File: src/rtl/piu_defs.svh
// Register offsets, reset values and timing counts of the parallel I/O unit
`ifndef PIU_DEFS_SVH
`define PIU_DEFS_SVH

// Register byte offsets
`define PIU_OFF_OWNER_SET 8'h00
`define PIU_OFF_OWNER_CLR 8'h04
`define PIU_OFF_OWNER_STATE 8'h08
`define PIU_OFF_DRIVE_SET 8'h10
`define PIU_OFF_DRIVE_CLR 8'h14
`define PIU_OFF_DRIVE_STATE 8'h18
`define PIU_OFF_FILT_SET 8'h20
`define PIU_OFF_FILT_CLR 8'h24
`define PIU_OFF_FILT_STATE 8'h28
`define PIU_OFF_OUT_SET 8'h30
`define PIU_OFF_OUT_CLR 8'h34
`define PIU_OFF_OUT_STATE 8'h38
`define PIU_OFF_PIN_LEVEL 8'h3c
`define PIU_OFF_IRQ_SET 8'h40
`define PIU_OFF_IRQ_CLR 8'h44
`define PIU_OFF_IRQ_MASK 8'h48
`define PIU_OFF_CHG_FLAGS 8'h4c
`define PIU_OFF_OD_SET 8'h50
`define PIU_OFF_OD_CLR 8'h54
`define PIU_OFF_OD_STATE 8'h58
`define PIU_OFF_PULL_OFF 8'h60
`define PIU_OFF_PULL_ON 8'h64
`define PIU_OFF_PULL_STATE 8'h68
`define PIU_OFF_FUNC_A 8'h70
`define PIU_OFF_FUNC_B 8'h74
`define PIU_OFF_FUNC_STATE 8'h78
`define PIU_OFF_WMASK_SET 8'ha0
`define PIU_OFF_WMASK_CLR 8'ha4
`define PIU_OFF_WMASK_STATE 8'ha8

// Reset values
`define PIU_RST_ZERO 32'h0000_0000
`define PIU_RST_OWNER 32'hffff_ffff
`define PIU_RST_LINES 32'hffff_ffff

// Filter delay in controller clock cycles when a line filter is on
`define PIU_FILT_LAT_CYC 1

// AXI response code
`define PIU_RESP_OKAY 2'h0

`endif

File: src/rtl/piu_pkg.sv
// Types shared by the parallel I/O unit modules
package piu_pkg;

  typedef logic [31:0] piu_word_t;

  // Input stage state: two synchroniser flops and the filter delay flop
  typedef struct packed {
    piu_word_t meta;
    piu_word_t sync;
    piu_word_t delay;
  } piu_stage_s;

  // Core state: bus slave, configuration and input tracking
  typedef struct packed {
    logic awRdy;
    logic wRdy;
    logic bValid;
    logic arRdy;
    logic rValid;
    logic awFull;
    logic wFull;
    logic [7:0] awAddr;
    piu_word_t wData;
    logic [3:0] wStrb;
    piu_word_t rData;
    piu_word_t owner;
    piu_word_t driveEn;
    piu_word_t filtEn;
    piu_word_t outLevel;
    piu_word_t irqMask;
    piu_word_t flags;
    piu_word_t openDrain;
    piu_word_t pullOff;
    piu_word_t funcB;
    piu_word_t owMask;
    piu_word_t pinLevel;
    piu_word_t prevLevel;
    logic irq;
  } piu_core_s;

endpackage : piu_pkg

File: src/rtl/piu_line_if.sv
// Connection between the core and its input stage
interface piu_line_if;
  logic clkOn;
  piu_pkg::piu_word_t filtEn;
  piu_pkg::piu_word_t rawSync;
  piu_pkg::piu_word_t filtered;

  modport stage (input clkOn, input filtEn, output rawSync, output filtered);
  modport core (output clkOn, output filtEn, input rawSync, input filtered);
endinterface : piu_line_if

File: src/rtl/piu_in_stage.sv
// Input synchroniser and per-line one-cycle filter delay of the parallel I/O unit
`include "piu_defs.svh"

module piu_in_stage #(
  parameter int W = 32
) (
  // Clock and reset
  input wire logic clk,
  input wire logic rst_b,
  // Pad levels
  input wire logic [31:0] pinIn,
  // Core side
  piu_line_if.stage lines
);

  piu_pkg::piu_stage_s st_reg;
  piu_pkg::piu_stage_s st_next;

  if (W < 1 || W > 32) begin : g_chk
    $error("piu_in_stage: W must be 1 to 32");
  end

  ////////////////////////////////////////////////////////////////////////////
  // Sampling freezes while the controller clock is off, so levels hold
  always_comb begin
    st_next = st_reg;
    if (lines.clkOn) begin
      st_next.meta = pinIn;
      st_next.sync = st_reg.meta;
      st_next.delay = st_reg.sync;
    end
  end

  // State register
  always_ff @(posedge clk or negedge rst_b) begin
    if (!rst_b) begin
      st_reg <= '0;
    end else begin
      st_reg <= st_next;
    end
  end

  // Peripherals see the unfiltered level; filtered lines lag one cycle
  assign lines.rawSync = st_reg.sync;
  assign lines.filtered = (st_reg.sync & ~lines.filtEn) | (st_reg.delay & lines.filtEn);

  ////////////////////////////////////////////////////////////////////////////
  // Checks
  property p_filt_latency;
    @(posedge clk) disable iff (!rst_b)
      (lines.clkOn && lines.filtEn[0])
        |=> (!lines.filtEn[0] || lines.filtered[0] == $past(st_reg.sync[0]));
  endproperty
  a_filt_latency: assert property (p_filt_latency) else $error("filter delay");

  property p_raw_unfiltered;
    @(posedge clk) disable iff (!rst_b)
      lines.clkOn |=> (lines.rawSync == $past(st_reg.meta));
  endproperty
  a_raw_unfiltered: assert property (p_raw_unfiltered) else $error("raw level");

endmodule : piu_in_stage

File: src/rtl/piu_core.sv
// Parallel I/O unit: input sampling, filtering, change events and registers
// Functional notes
// - Pin level register shows the filtered sampled level while clock on
// - Clock off: pin level holds last sample
// - Filter is a one-cycle delay: a glitch sampled at a rising edge passes; full cycles pass
// - Filter adds one cycle latency
// - Filter set/clear writes steer filter state
// - Filter never touches peripheral input levels
// - Filter works only with clock on
// - Change detection compares two clocked samples
// - Irq enable/disable writes steer mask
// - Change detection on every line while clock on
// - Change sets flag; masked flag raises irq
// - All masked flags ORed to one irq
// - Reading change flags clears them all
// - 32-bit registers, bit n is line n
// - Missing lines: writes ignored, reads zero
// - Unmuxed lines always read owned as 1
// - Direct output write only on masked bits
// - Change flags reset to zero
// - Owner reset value is a parameter
// - Function A write clears, B sets
// - Function bit 0 is A, 1 is B
// - Pull-up state 1 means pull-up off
// - Output set/clear writes steer output level
`include "piu_defs.svh"

module piu_core #(
  parameter logic [31:0] LINE_MASK = `PIU_RST_LINES,
  parameter logic [31:0] MUX_MASK = `PIU_RST_LINES,
  parameter logic [31:0] OWNER_RESET = `PIU_RST_OWNER
) (
  // Clock and reset
  input wire logic clk,
  input wire logic rst_b,
  // Controller clock gate from power management
  input wire logic ctlClkOn,
  // AXI4-Lite write address and data
  input wire logic [7:0] s_axi_awaddr,
  input wire logic s_axi_awvalid,
  output logic s_axi_awready,
  input wire logic [31:0] s_axi_wdata,
  input wire logic [3:0] s_axi_wstrb,
  input wire logic s_axi_wvalid,
  output logic s_axi_wready,
  // AXI4-Lite write response
  output logic [1:0] s_axi_bresp,
  output logic s_axi_bvalid,
  input wire logic s_axi_bready,
  // AXI4-Lite read
  input wire logic [7:0] s_axi_araddr,
  input wire logic s_axi_arvalid,
  output logic s_axi_arready,
  output logic [31:0] s_axi_rdata,
  output logic [1:0] s_axi_rresp,
  output logic s_axi_rvalid,
  input wire logic s_axi_rready,
  // Pads
  input wire logic [31:0] pinIn,
  output logic [31:0] periphIn,
  output logic [31:0] ownerIsCtl,
  output logic [31:0] driveEnable,
  output logic [31:0] outLevel,
  output logic [31:0] openDrain,
  output logic [31:0] pullupOff,
  output logic [31:0] funcBSelect,
  // Interrupt toward the system interrupt controller
  output logic changeIrq
);

  piu_pkg::piu_core_s st_reg;
  piu_pkg::piu_core_s st_next;
  piu_line_if lineBus ();
  logic awHs;
  logic wHs;
  logic arHs;
  logic doWrite;
  logic flagRead;
  piu_pkg::piu_word_t byteMask;
  piu_pkg::piu_word_t wBits;
  piu_pkg::piu_word_t changeVec;
  piu_pkg::piu_word_t readVal;

  if ((OWNER_RESET & ~MUX_MASK & LINE_MASK) != (~MUX_MASK & LINE_MASK)) begin : g_chk
    $error("piu_core: unmuxed lines must reset as owned");
  end

  ////////////////////////////////////////////////////////////////////////////
  // Input stage
  piu_in_stage #(
    .W(32)
  ) u_in_stage (
    .clk(clk),
    .rst_b(rst_b),
    .pinIn(pinIn),
    .lines(lineBus.stage)
  );

  // Stage clock gate comes straight from ctlClkOn, filter enables from state
  assign lineBus.clkOn = ctlClkOn;
  assign lineBus.filtEn = st_reg.filtEn;

  ////////////////////////////////////////////////////////////////////////////
  // Handshakes and write data lanes
  assign awHs = s_axi_awvalid && st_reg.awRdy;
  assign wHs = s_axi_wvalid && st_reg.wRdy;
  assign arHs = s_axi_arvalid && st_reg.arRdy;
  assign doWrite = st_reg.awFull && st_reg.wFull && !st_reg.bValid;
  assign flagRead = arHs && ({s_axi_araddr[7:2], 2'h0} == `PIU_OFF_CHG_FLAGS);
  assign byteMask = {{8{st_reg.wStrb[3]}}, {8{st_reg.wStrb[2]}},
                     {8{st_reg.wStrb[1]}}, {8{st_reg.wStrb[0]}}};
  assign wBits = st_reg.wData & byteMask & LINE_MASK;

  // Change between two successive clocked samples, all lines
  assign changeVec = ctlClkOn ? ((lineBus.filtered ^ st_reg.prevLevel) & LINE_MASK)
                              : '0;

  ////////////////////////////////////////////////////////////////////////////
  // Read decode; write-only and reserved words read zero
  always_comb begin
    unique case ({s_axi_araddr[7:2], 2'h0})
      `PIU_OFF_OWNER_STATE: readVal = st_reg.owner | ~MUX_MASK;
      `PIU_OFF_DRIVE_STATE: readVal = st_reg.driveEn;
      `PIU_OFF_FILT_STATE: readVal = st_reg.filtEn;
      `PIU_OFF_OUT_STATE: readVal = st_reg.outLevel;
      `PIU_OFF_PIN_LEVEL: readVal = st_reg.pinLevel;
      `PIU_OFF_IRQ_MASK: readVal = st_reg.irqMask;
      `PIU_OFF_CHG_FLAGS: readVal = st_reg.flags;
      `PIU_OFF_OD_STATE: readVal = st_reg.openDrain;
      `PIU_OFF_PULL_STATE: readVal = st_reg.pullOff;
      `PIU_OFF_FUNC_STATE: readVal = st_reg.funcB;
      `PIU_OFF_WMASK_STATE: readVal = st_reg.owMask;
      default: readVal = '0;
    endcase
  end

  ////////////////////////////////////////////////////////////////////////////
  // Next state
  always_comb begin
    st_next = st_reg;
    // Write channel capture, each channel on its own
    if (awHs) begin
      st_next.awAddr = {s_axi_awaddr[7:2], 2'h0};
      st_next.awFull = 1'b1;
    end
    if (wHs) begin
      st_next.wData = s_axi_wdata;
      st_next.wStrb = s_axi_wstrb;
      st_next.wFull = 1'b1;
    end
    // Register write once address and data are both held
    if (doWrite) begin
      st_next.awFull = 1'b0;
      st_next.wFull = 1'b0;
      st_next.bValid = 1'b1;
      unique case (st_reg.awAddr)
        `PIU_OFF_OWNER_SET: st_next.owner = st_reg.owner | (wBits & MUX_MASK);
        `PIU_OFF_OWNER_CLR: st_next.owner = st_reg.owner & ~(wBits & MUX_MASK);
        `PIU_OFF_DRIVE_SET: st_next.driveEn = st_reg.driveEn | wBits;
        `PIU_OFF_DRIVE_CLR: st_next.driveEn = st_reg.driveEn & ~wBits;
        `PIU_OFF_FILT_SET: st_next.filtEn = st_reg.filtEn | wBits;
        `PIU_OFF_FILT_CLR: st_next.filtEn = st_reg.filtEn & ~wBits;
        `PIU_OFF_OUT_SET: st_next.outLevel = st_reg.outLevel | wBits;
        `PIU_OFF_OUT_CLR: st_next.outLevel = st_reg.outLevel & ~wBits;
        `PIU_OFF_OUT_STATE: begin
          // Only write-masked bits follow the data, the rest stay
          st_next.outLevel = (st_reg.outLevel & ~(st_reg.owMask & byteMask & LINE_MASK))
                           | (wBits & st_reg.owMask);
        end
        `PIU_OFF_IRQ_SET: st_next.irqMask = st_reg.irqMask | wBits;
        `PIU_OFF_IRQ_CLR: st_next.irqMask = st_reg.irqMask & ~wBits;
        `PIU_OFF_OD_SET: st_next.openDrain = st_reg.openDrain | wBits;
        `PIU_OFF_OD_CLR: st_next.openDrain = st_reg.openDrain & ~wBits;
        `PIU_OFF_PULL_OFF: st_next.pullOff = st_reg.pullOff | wBits;
        `PIU_OFF_PULL_ON: st_next.pullOff = st_reg.pullOff & ~wBits;
        `PIU_OFF_FUNC_A: st_next.funcB = st_reg.funcB & ~wBits;
        `PIU_OFF_FUNC_B: st_next.funcB = st_reg.funcB | wBits;
        `PIU_OFF_WMASK_SET: st_next.owMask = st_reg.owMask | wBits;
        `PIU_OFF_WMASK_CLR: st_next.owMask = st_reg.owMask & ~wBits;
        default: st_next.bValid = 1'b1;
      endcase
    end
    if (st_reg.bValid && s_axi_bready) begin
      st_next.bValid = 1'b0;
    end
    // One write at a time: ready drops while held or answered
    st_next.awRdy = !st_next.awFull && !st_next.bValid;
    st_next.wRdy = !st_next.wFull && !st_next.bValid;
    // Read answers one cycle after the address is taken
    if (arHs) begin
      st_next.rData = readVal & LINE_MASK;
      st_next.rValid = 1'b1;
      st_next.arRdy = 1'b0;
    end else if (st_reg.rValid && s_axi_rready) begin
      st_next.rValid = 1'b0;
      st_next.arRdy = 1'b1;
    end
    // Sampled levels freeze while the controller clock is off
    if (ctlClkOn) begin
      st_next.pinLevel = lineBus.filtered & LINE_MASK;
      st_next.prevLevel = lineBus.filtered & LINE_MASK;
    end
    // Read clears all flags, but a change in that cycle still lands
    st_next.flags = (flagRead ? '0 : st_reg.flags) | changeVec;
    // Irq tracks the new flags with no extra cycle of lag
    st_next.irq = |(st_next.flags & st_next.irqMask);
  end

  ////////////////////////////////////////////////////////////////////////////
  // State register
  always_ff @(posedge clk or negedge rst_b) begin
    if (!rst_b) begin
      st_reg <= '0;
      st_reg.owner <= OWNER_RESET | ~MUX_MASK;
      st_reg.awRdy <= 1'b1;
      st_reg.wRdy <= 1'b1;
      st_reg.arRdy <= 1'b1;
    end else begin
      st_reg <= st_next;
    end
  end

  ////////////////////////////////////////////////////////////////////////////
  // Outputs, all from flops
  assign s_axi_awready = st_reg.awRdy;
  assign s_axi_wready = st_reg.wRdy;
  assign s_axi_bvalid = st_reg.bValid;
  assign s_axi_bresp = `PIU_RESP_OKAY;
  assign s_axi_arready = st_reg.arRdy;
  assign s_axi_rvalid = st_reg.rValid;
  assign s_axi_rdata = st_reg.rData;
  assign s_axi_rresp = `PIU_RESP_OKAY;
  assign periphIn = lineBus.rawSync;
  assign ownerIsCtl = st_reg.owner | ~MUX_MASK;
  assign driveEnable = st_reg.driveEn;
  assign outLevel = st_reg.outLevel;
  assign openDrain = st_reg.openDrain;
  assign pullupOff = st_reg.pullOff;
  assign funcBSelect = st_reg.funcB;
  assign changeIrq = st_reg.irq;

  ////////////////////////////////////////////////////////////////////////////
  // Checks
  property p_flag_read_clears;
    @(posedge clk) disable iff (!rst_b)
      flagRead |=> (st_reg.flags == $past(changeVec));
  endproperty
  a_flag_read_clears: assert property (p_flag_read_clears) else $error("flags not cleared");

  property p_change_sets_flag;
    @(posedge clk) disable iff (!rst_b)
      (changeVec != '0) |=> ((st_reg.flags & $past(changeVec)) == $past(changeVec));
  endproperty
  a_change_sets_flag: assert property (p_change_sets_flag) else $error("change lost");

  property p_irq_or;
    @(posedge clk) disable iff (!rst_b)
      changeIrq == (|(st_reg.flags & st_reg.irqMask));
  endproperty
  a_irq_or: assert property (p_irq_or) else $error("irq does not match masked flags");

  property p_irq_enable;
    @(posedge clk) disable iff (!rst_b)
      (doWrite && st_reg.awAddr == `PIU_OFF_IRQ_SET)
        |=> ((st_reg.irqMask & $past(wBits)) == $past(wBits));
  endproperty
  a_irq_enable: assert property (p_irq_enable) else $error("irq mask not set");

  property p_filt_disable;
    @(posedge clk) disable iff (!rst_b)
      (doWrite && st_reg.awAddr == `PIU_OFF_FILT_CLR) |=> ((st_reg.filtEn & $past(wBits)) == '0);
  endproperty
  a_filt_disable: assert property (p_filt_disable) else $error("filter not cleared");

  property p_direct_write_masked;
    @(posedge clk) disable iff (!rst_b)
      (doWrite && st_reg.awAddr == `PIU_OFF_OUT_STATE)
        |=> ((st_reg.outLevel & ~$past(st_reg.owMask))
             == ($past(st_reg.outLevel) & ~$past(st_reg.owMask)));
  endproperty
  a_direct_write_masked: assert property (p_direct_write_masked) else $error("bad write");

  property p_func_a_clears;
    @(posedge clk) disable iff (!rst_b)
      (doWrite && st_reg.awAddr == `PIU_OFF_FUNC_A) |=> ((st_reg.funcB & $past(wBits)) == '0);
  endproperty
  a_func_a_clears: assert property (p_func_a_clears) else $error("A did not clear");

  property p_level_holds;
    @(posedge clk) disable iff (!rst_b)
      !ctlClkOn |=> $stable(st_reg.pinLevel) && (st_reg.flags & ~$past(st_reg.flags)) == '0;
  endproperty
  a_level_holds: assert property (p_level_holds) else $error("sampling ran with clock off");

  property p_unmuxed_owned;
    @(posedge clk) disable iff (!rst_b)
      (arHs && {s_axi_araddr[7:2], 2'h0} == `PIU_OFF_OWNER_STATE)
        |=> s_axi_rvalid && ((s_axi_rdata & ~MUX_MASK) == (LINE_MASK & ~MUX_MASK));
  endproperty
  a_unmuxed_owned: assert property (p_unmuxed_owned) else $error("unmuxed line not owned");

  property p_missing_lines_zero;
    @(posedge clk) disable iff (!rst_b)
      s_axi_rvalid |-> ((s_axi_rdata & ~LINE_MASK) == '0);
  endproperty
  a_missing_lines_zero: assert property (p_missing_lines_zero) else $error("bad line bits");

  // Flags only ever grow until software reads them
  property p_flags_persist;
    @(posedge clk) disable iff (!rst_b)
      !flagRead |=> ((st_reg.flags & $past(st_reg.flags)) == $past(st_reg.flags));
  endproperty
  a_flags_persist: assert property (p_flags_persist) else $error("flag lost");

  property p_pin_level_follows;
    @(posedge clk) disable iff (!rst_b)
      ctlClkOn |=> (st_reg.pinLevel == $past(lineBus.filtered & LINE_MASK));
  endproperty
  a_pin_level_follows: assert property (p_pin_level_follows) else $error("pin level stale");

  property p_irq_disable;
    @(posedge clk) disable iff (!rst_b)
      (doWrite && st_reg.awAddr == `PIU_OFF_IRQ_CLR)
        |=> ((st_reg.irqMask & $past(wBits)) == '0);
  endproperty
  a_irq_disable: assert property (p_irq_disable) else $error("irq mask not cleared");

  property p_filt_enable;
    @(posedge clk) disable iff (!rst_b)
      (doWrite && st_reg.awAddr == `PIU_OFF_FILT_SET)
        |=> ((st_reg.filtEn & $past(wBits)) == $past(wBits));
  endproperty
  a_filt_enable: assert property (p_filt_enable) else $error("filter not set");

  property p_func_b_sets;
    @(posedge clk) disable iff (!rst_b)
      (doWrite && st_reg.awAddr == `PIU_OFF_FUNC_B)
        |=> ((st_reg.funcB & $past(wBits)) == $past(wBits));
  endproperty
  a_func_b_sets: assert property (p_func_b_sets) else $error("B did not set");

  property p_out_set;
    @(posedge clk) disable iff (!rst_b)
      (doWrite && st_reg.awAddr == `PIU_OFF_OUT_SET)
        |=> ((st_reg.outLevel & $past(wBits)) == $past(wBits));
  endproperty
  a_out_set: assert property (p_out_set) else $error("output not set");

endmodule : piu_core

File: config.mk
export PLATFORM = sky130hd
export DESIGN_NAME = piu_core
export DESIGN_NICKNAME = d
export VERILOG_FILES = /design/src/rtl/piu_pkg.sv /design/src/rtl/piu_line_if.sv /design/src/rtl/piu_in_stage.sv /design/src/rtl/piu_core.sv
export VERILOG_INCLUDE_DIRS = /design/src /design/src/rtl
export SDC_FILE = /design/constraint.sdc
export NUM_CORES = 1
export LEC_CHECK = 0
export BUFFER_PORTS_ARGS = -buffer_cell sky130_fd_sc_hd__buf_4
export CORE_AREA = 2 2 244 198
export DETAILED_ROUTE_END_ITERATION = 10
export DIE_AREA = 0 0 246 200
export MAX_ROUTING_LAYER = met4
export PLACE_DENSITY_LB_ADDON = 0.25
export SLEW_MARGIN = 0
export SYNTH_ARGS = -nofsm -noshare
export SYNTH_HDL_FRONTEND = slang
export SYNTH_HIERARCHICAL = 1
export SYNTH_SLANG_ARGS = --single-unit
File: constraint.sdc
create_clock -name clk -period 5.2 [get_ports clk]
set_input_delay 1.04 -clock clk [delete_from_list [all_inputs] [get_ports clk]]
set_output_delay 1.04 -clock clk [all_outputs]
set_load 0.02 [all_outputs]
==> qor.yml <==
grt_pass1_vias: 19200
path_buf_inv: 2
synth_enable_flop_cells: 0
path_clk_slew_ps: 60
tns_ps: 0
layout-drive-gt1-share_pct: 31.8
totalWireLength_mm: 89.1
nets: 2504
leakagePower_nw: 12.9
post-route-period-util_pct: 69.2
drt-vias-per-instance: 6.81
worstPathCellList: "buf_4, nand4bb_1, buf_4, or3_1, a22o_1, a2111oi_0, o2111ai_1, or4_1"
slew_viol_final: 0
cts-root-buf: "clkbuf_16"
max_freq_mhz: 278
synth-seq-area-share_pct: 50.4
grt.total_usage_pct: 36.7
ios: 358
fp.dieH_um: 200
synth.yosys.warnings: 6
fp.coreArea_um2: 46600
dp_hpwl_mm: 62.2
num_rows: 71
ant_nets: 0
syn_inst: 2428
yosys_most_used_dff: "dfrtp_1"
place_area_um2: 27400
die_width_um: 246
cp_common_cell: "buf_4"
drv_cap: 0
clock-sinks: 530
drt_pass1_iterations: 8
port_buffers: 349
critPathTopFamily: "compound AO/OA/AOI/OAI gates"
crit_slowest_cell: "a2111oi_0"
syn2layout_area_growth_pct: 11.0
gp_congestion: 0.949
design_area_um2: 29300
vias: 21000
clock_skew_ps: 14.5
p_per_area_nw_per_um2: 544
wire_per_inst_um: 28.9
clock_latency_ps: 620
overflow: 0
final-setup-viol-count: 0
critPathLaunchType: "primary input"
start_util_pct: 56.6
cts_buffers: 53
clock_path_buffers: 3
ys_types: 65
htree_levels: 2
postCtsSetupRepairBufs: 0
worst-slew-pin-transition_ps: 1210
synth_top_area_share_pct: 47.0
tritoncts: "built"
fill_cells: 3677
timing_worst_setup_path_type: "in2reg"
antenna_found_initial: 3
synth_area_leader_cell: "dfrtp_1"
grt_pass1_wl_mm: 130
async_flop_share_pct: 100
drt-initial-drc-count: 3262
synth_area_leaders: "dfrtp_1, mux2_2, buf_4"
die-area_um2: 49200
slew_headroom_pct: 19.5
postSynthAreaPerCell_um2: 10.9
drc: 0
hold_class: "in2async"
status: "completed"
min_period_ps: 3600
finalHoldViolations: 0
peakVddDrop_uv: 301
slowest_delay_ps: 770
grt_max_degree: 110
rsz0062_at_grt: "false"
yosys_register_bits: 530
cts_hold_buffers: 0
crit_fanout: 16
required_ps: 5680
cts.repair.resized: 0
netlist_area_um2: 26400
critPathCaptureType: "flop"
crit_arrival_ps: 4070
cell usage after synthesis, drive strengths merged, types with 2 or more instances:
master,instances
a2111oi,3
a211oi,11
a21bo,3
a21o,29
a21oi,137
a222oi,31
a22o,9
a22oi,79
a31oi,156
a32o,2
a32oi,30
a41oi,11
and2,36
and3,27
and3b,3
buf,290
clkbuf,177
dfrtp,495
dfstp,35
inv,28
mux2,233
mux2i,8
nand2,101
nand2b,4
nand3,11
nand4,10
nand4bb,3
nor2,29
nor2b,4
nor3,13
nor3b,3
nor4,11
o2111ai,3
o21ai,202
o22ai,34
o31a,4
o31ai,112
o32a,2
o32ai,4
or3,2
or4,2
xor2,32
through the flow:
step           hold slack, ps  cells  power [mW]  worst slack, ps  utilization (%)
2_1_floorplan             451   2431        9.86             1910                -
5_1_grt                   505   3079        16.5             1610             62.8
3_3_place_gp              468   2977        11.5             1170             58.8
6_report                  475   3079        15.9             1600             62.8
3_5_place_dp              476   2977        11.7             1150             58.8
4_1_cts                   490   3076        15.7             1780             62.7
area by class of cell:
| type | instances | area, um^2 | area share (%) |
|---|---|---|---|
| inverters | 29 | 109 | 0.372 |
| well taps | 620 | 776 | 2.65 |
| multi-input cells | 1405 | 10200 | 35.0 |
| diodes | 3 | 7.51 | 0.0256 |
| repair buffers | 393 | 3010 | 10.3 |
| clock buffers | 82 | 1610 | 5.49 |
| flip-flops and latches | 530 | 13300 | 45.5 |
| clock inverters | 17 | 221 | 0.757 |
cells by family (layout without fill, tap and decap cells):
logic type / after synthesis / in the layout / share of synthesized area (%)
AO/OA/AOI/OAI: 865 / 865 / 21.3
AND/OR/NAND/NOR: 263 / 263 / 5.11
other: 1 / 7 / 0.0142
XOR/XNOR: 32 / 32 / 1.06
multiplexers: 241 / 241 / 10.8
buffers and inverters: 496 / 521 / 11.2
flip-flops: 530 / 530 / 50.4
layout by cell type (no fill, tap or decap), types with 9 or more instances in the layout:
master,netlist,layout
clkbuf_8,0,13
a222oi_1,31,31
clkbuf_16,0,55
clkbuf_1,176,14
inv_1,28,28
nand2_1,101,101
a211oi_1,11,11
mux2_4,40,40
xor2_1,32,32
and3_1,27,27
nor4_1,11,9
dfstp_2,35,35
and2_1,36,35
o22ai_1,34,34
o31ai_1,110,110
a22o_1,9,9
nand4_1,10,10
a41oi_1,11,11
nand3_1,10,9
dfrtp_1,495,495
a22oi_1,77,77
a32oi_1,30,30
a21oi_1,137,137
mux2_2,193,193
a21o_1,29,29
a31oi_1,156,156
buf_4,260,387
o21ai_0,202,202
nor2_1,29,22
layer usage:
layer / GRT usage, % / vias up / part of all wire (%)
met4: 9.09 / 0 / 2.4
li1: - / 8794 / -
met2: 47.3 / 1540 / 40
met3: 12.9 / 142 / 15
met1: 54.5 / 10500 / 42
met5: - / - / 0
path summary, 6_finish.rpt:
kind / startpoint / endpoint / slack, ps / cells after the start
setup reg to reg: s_axi_bvalid / flop / 1760 / 6
setup / recovery: s_axi_araddr[5] / changeIrq / 1600 / 8
max in group asynchronous: rst_b / asynchronous set/reset pin / 3440 / 2
hold / removal: rst_b / asynchronous set/reset pin / 480 / 1
min in group clk: s_axi_rdata[10] / s_axi_rdata[10] / 480 / 1
hold reg to reg: s_axi_rdata[10] / s_axi_rdata[10] / 480 / 1
where the power goes:
part	total (mW)	internal (mW)	switching, mW
clock	4.06	2.37	1.69
sequential	6.68	5.29	1.39
combinational	5.17	1.87	3.31
total	15.9	9.53	6.38
worst reg2reg max path: cells and delay by family, from the launching register on:
family                 cells  cell delay (ps)
AO/OA/AOI/OAI              2              560
AND/OR/NAND/NOR            3             1930
flip-flops                 1              410
buffers and inverters      1              380
No activity file was read; power rests on OpenSTA's default activity.
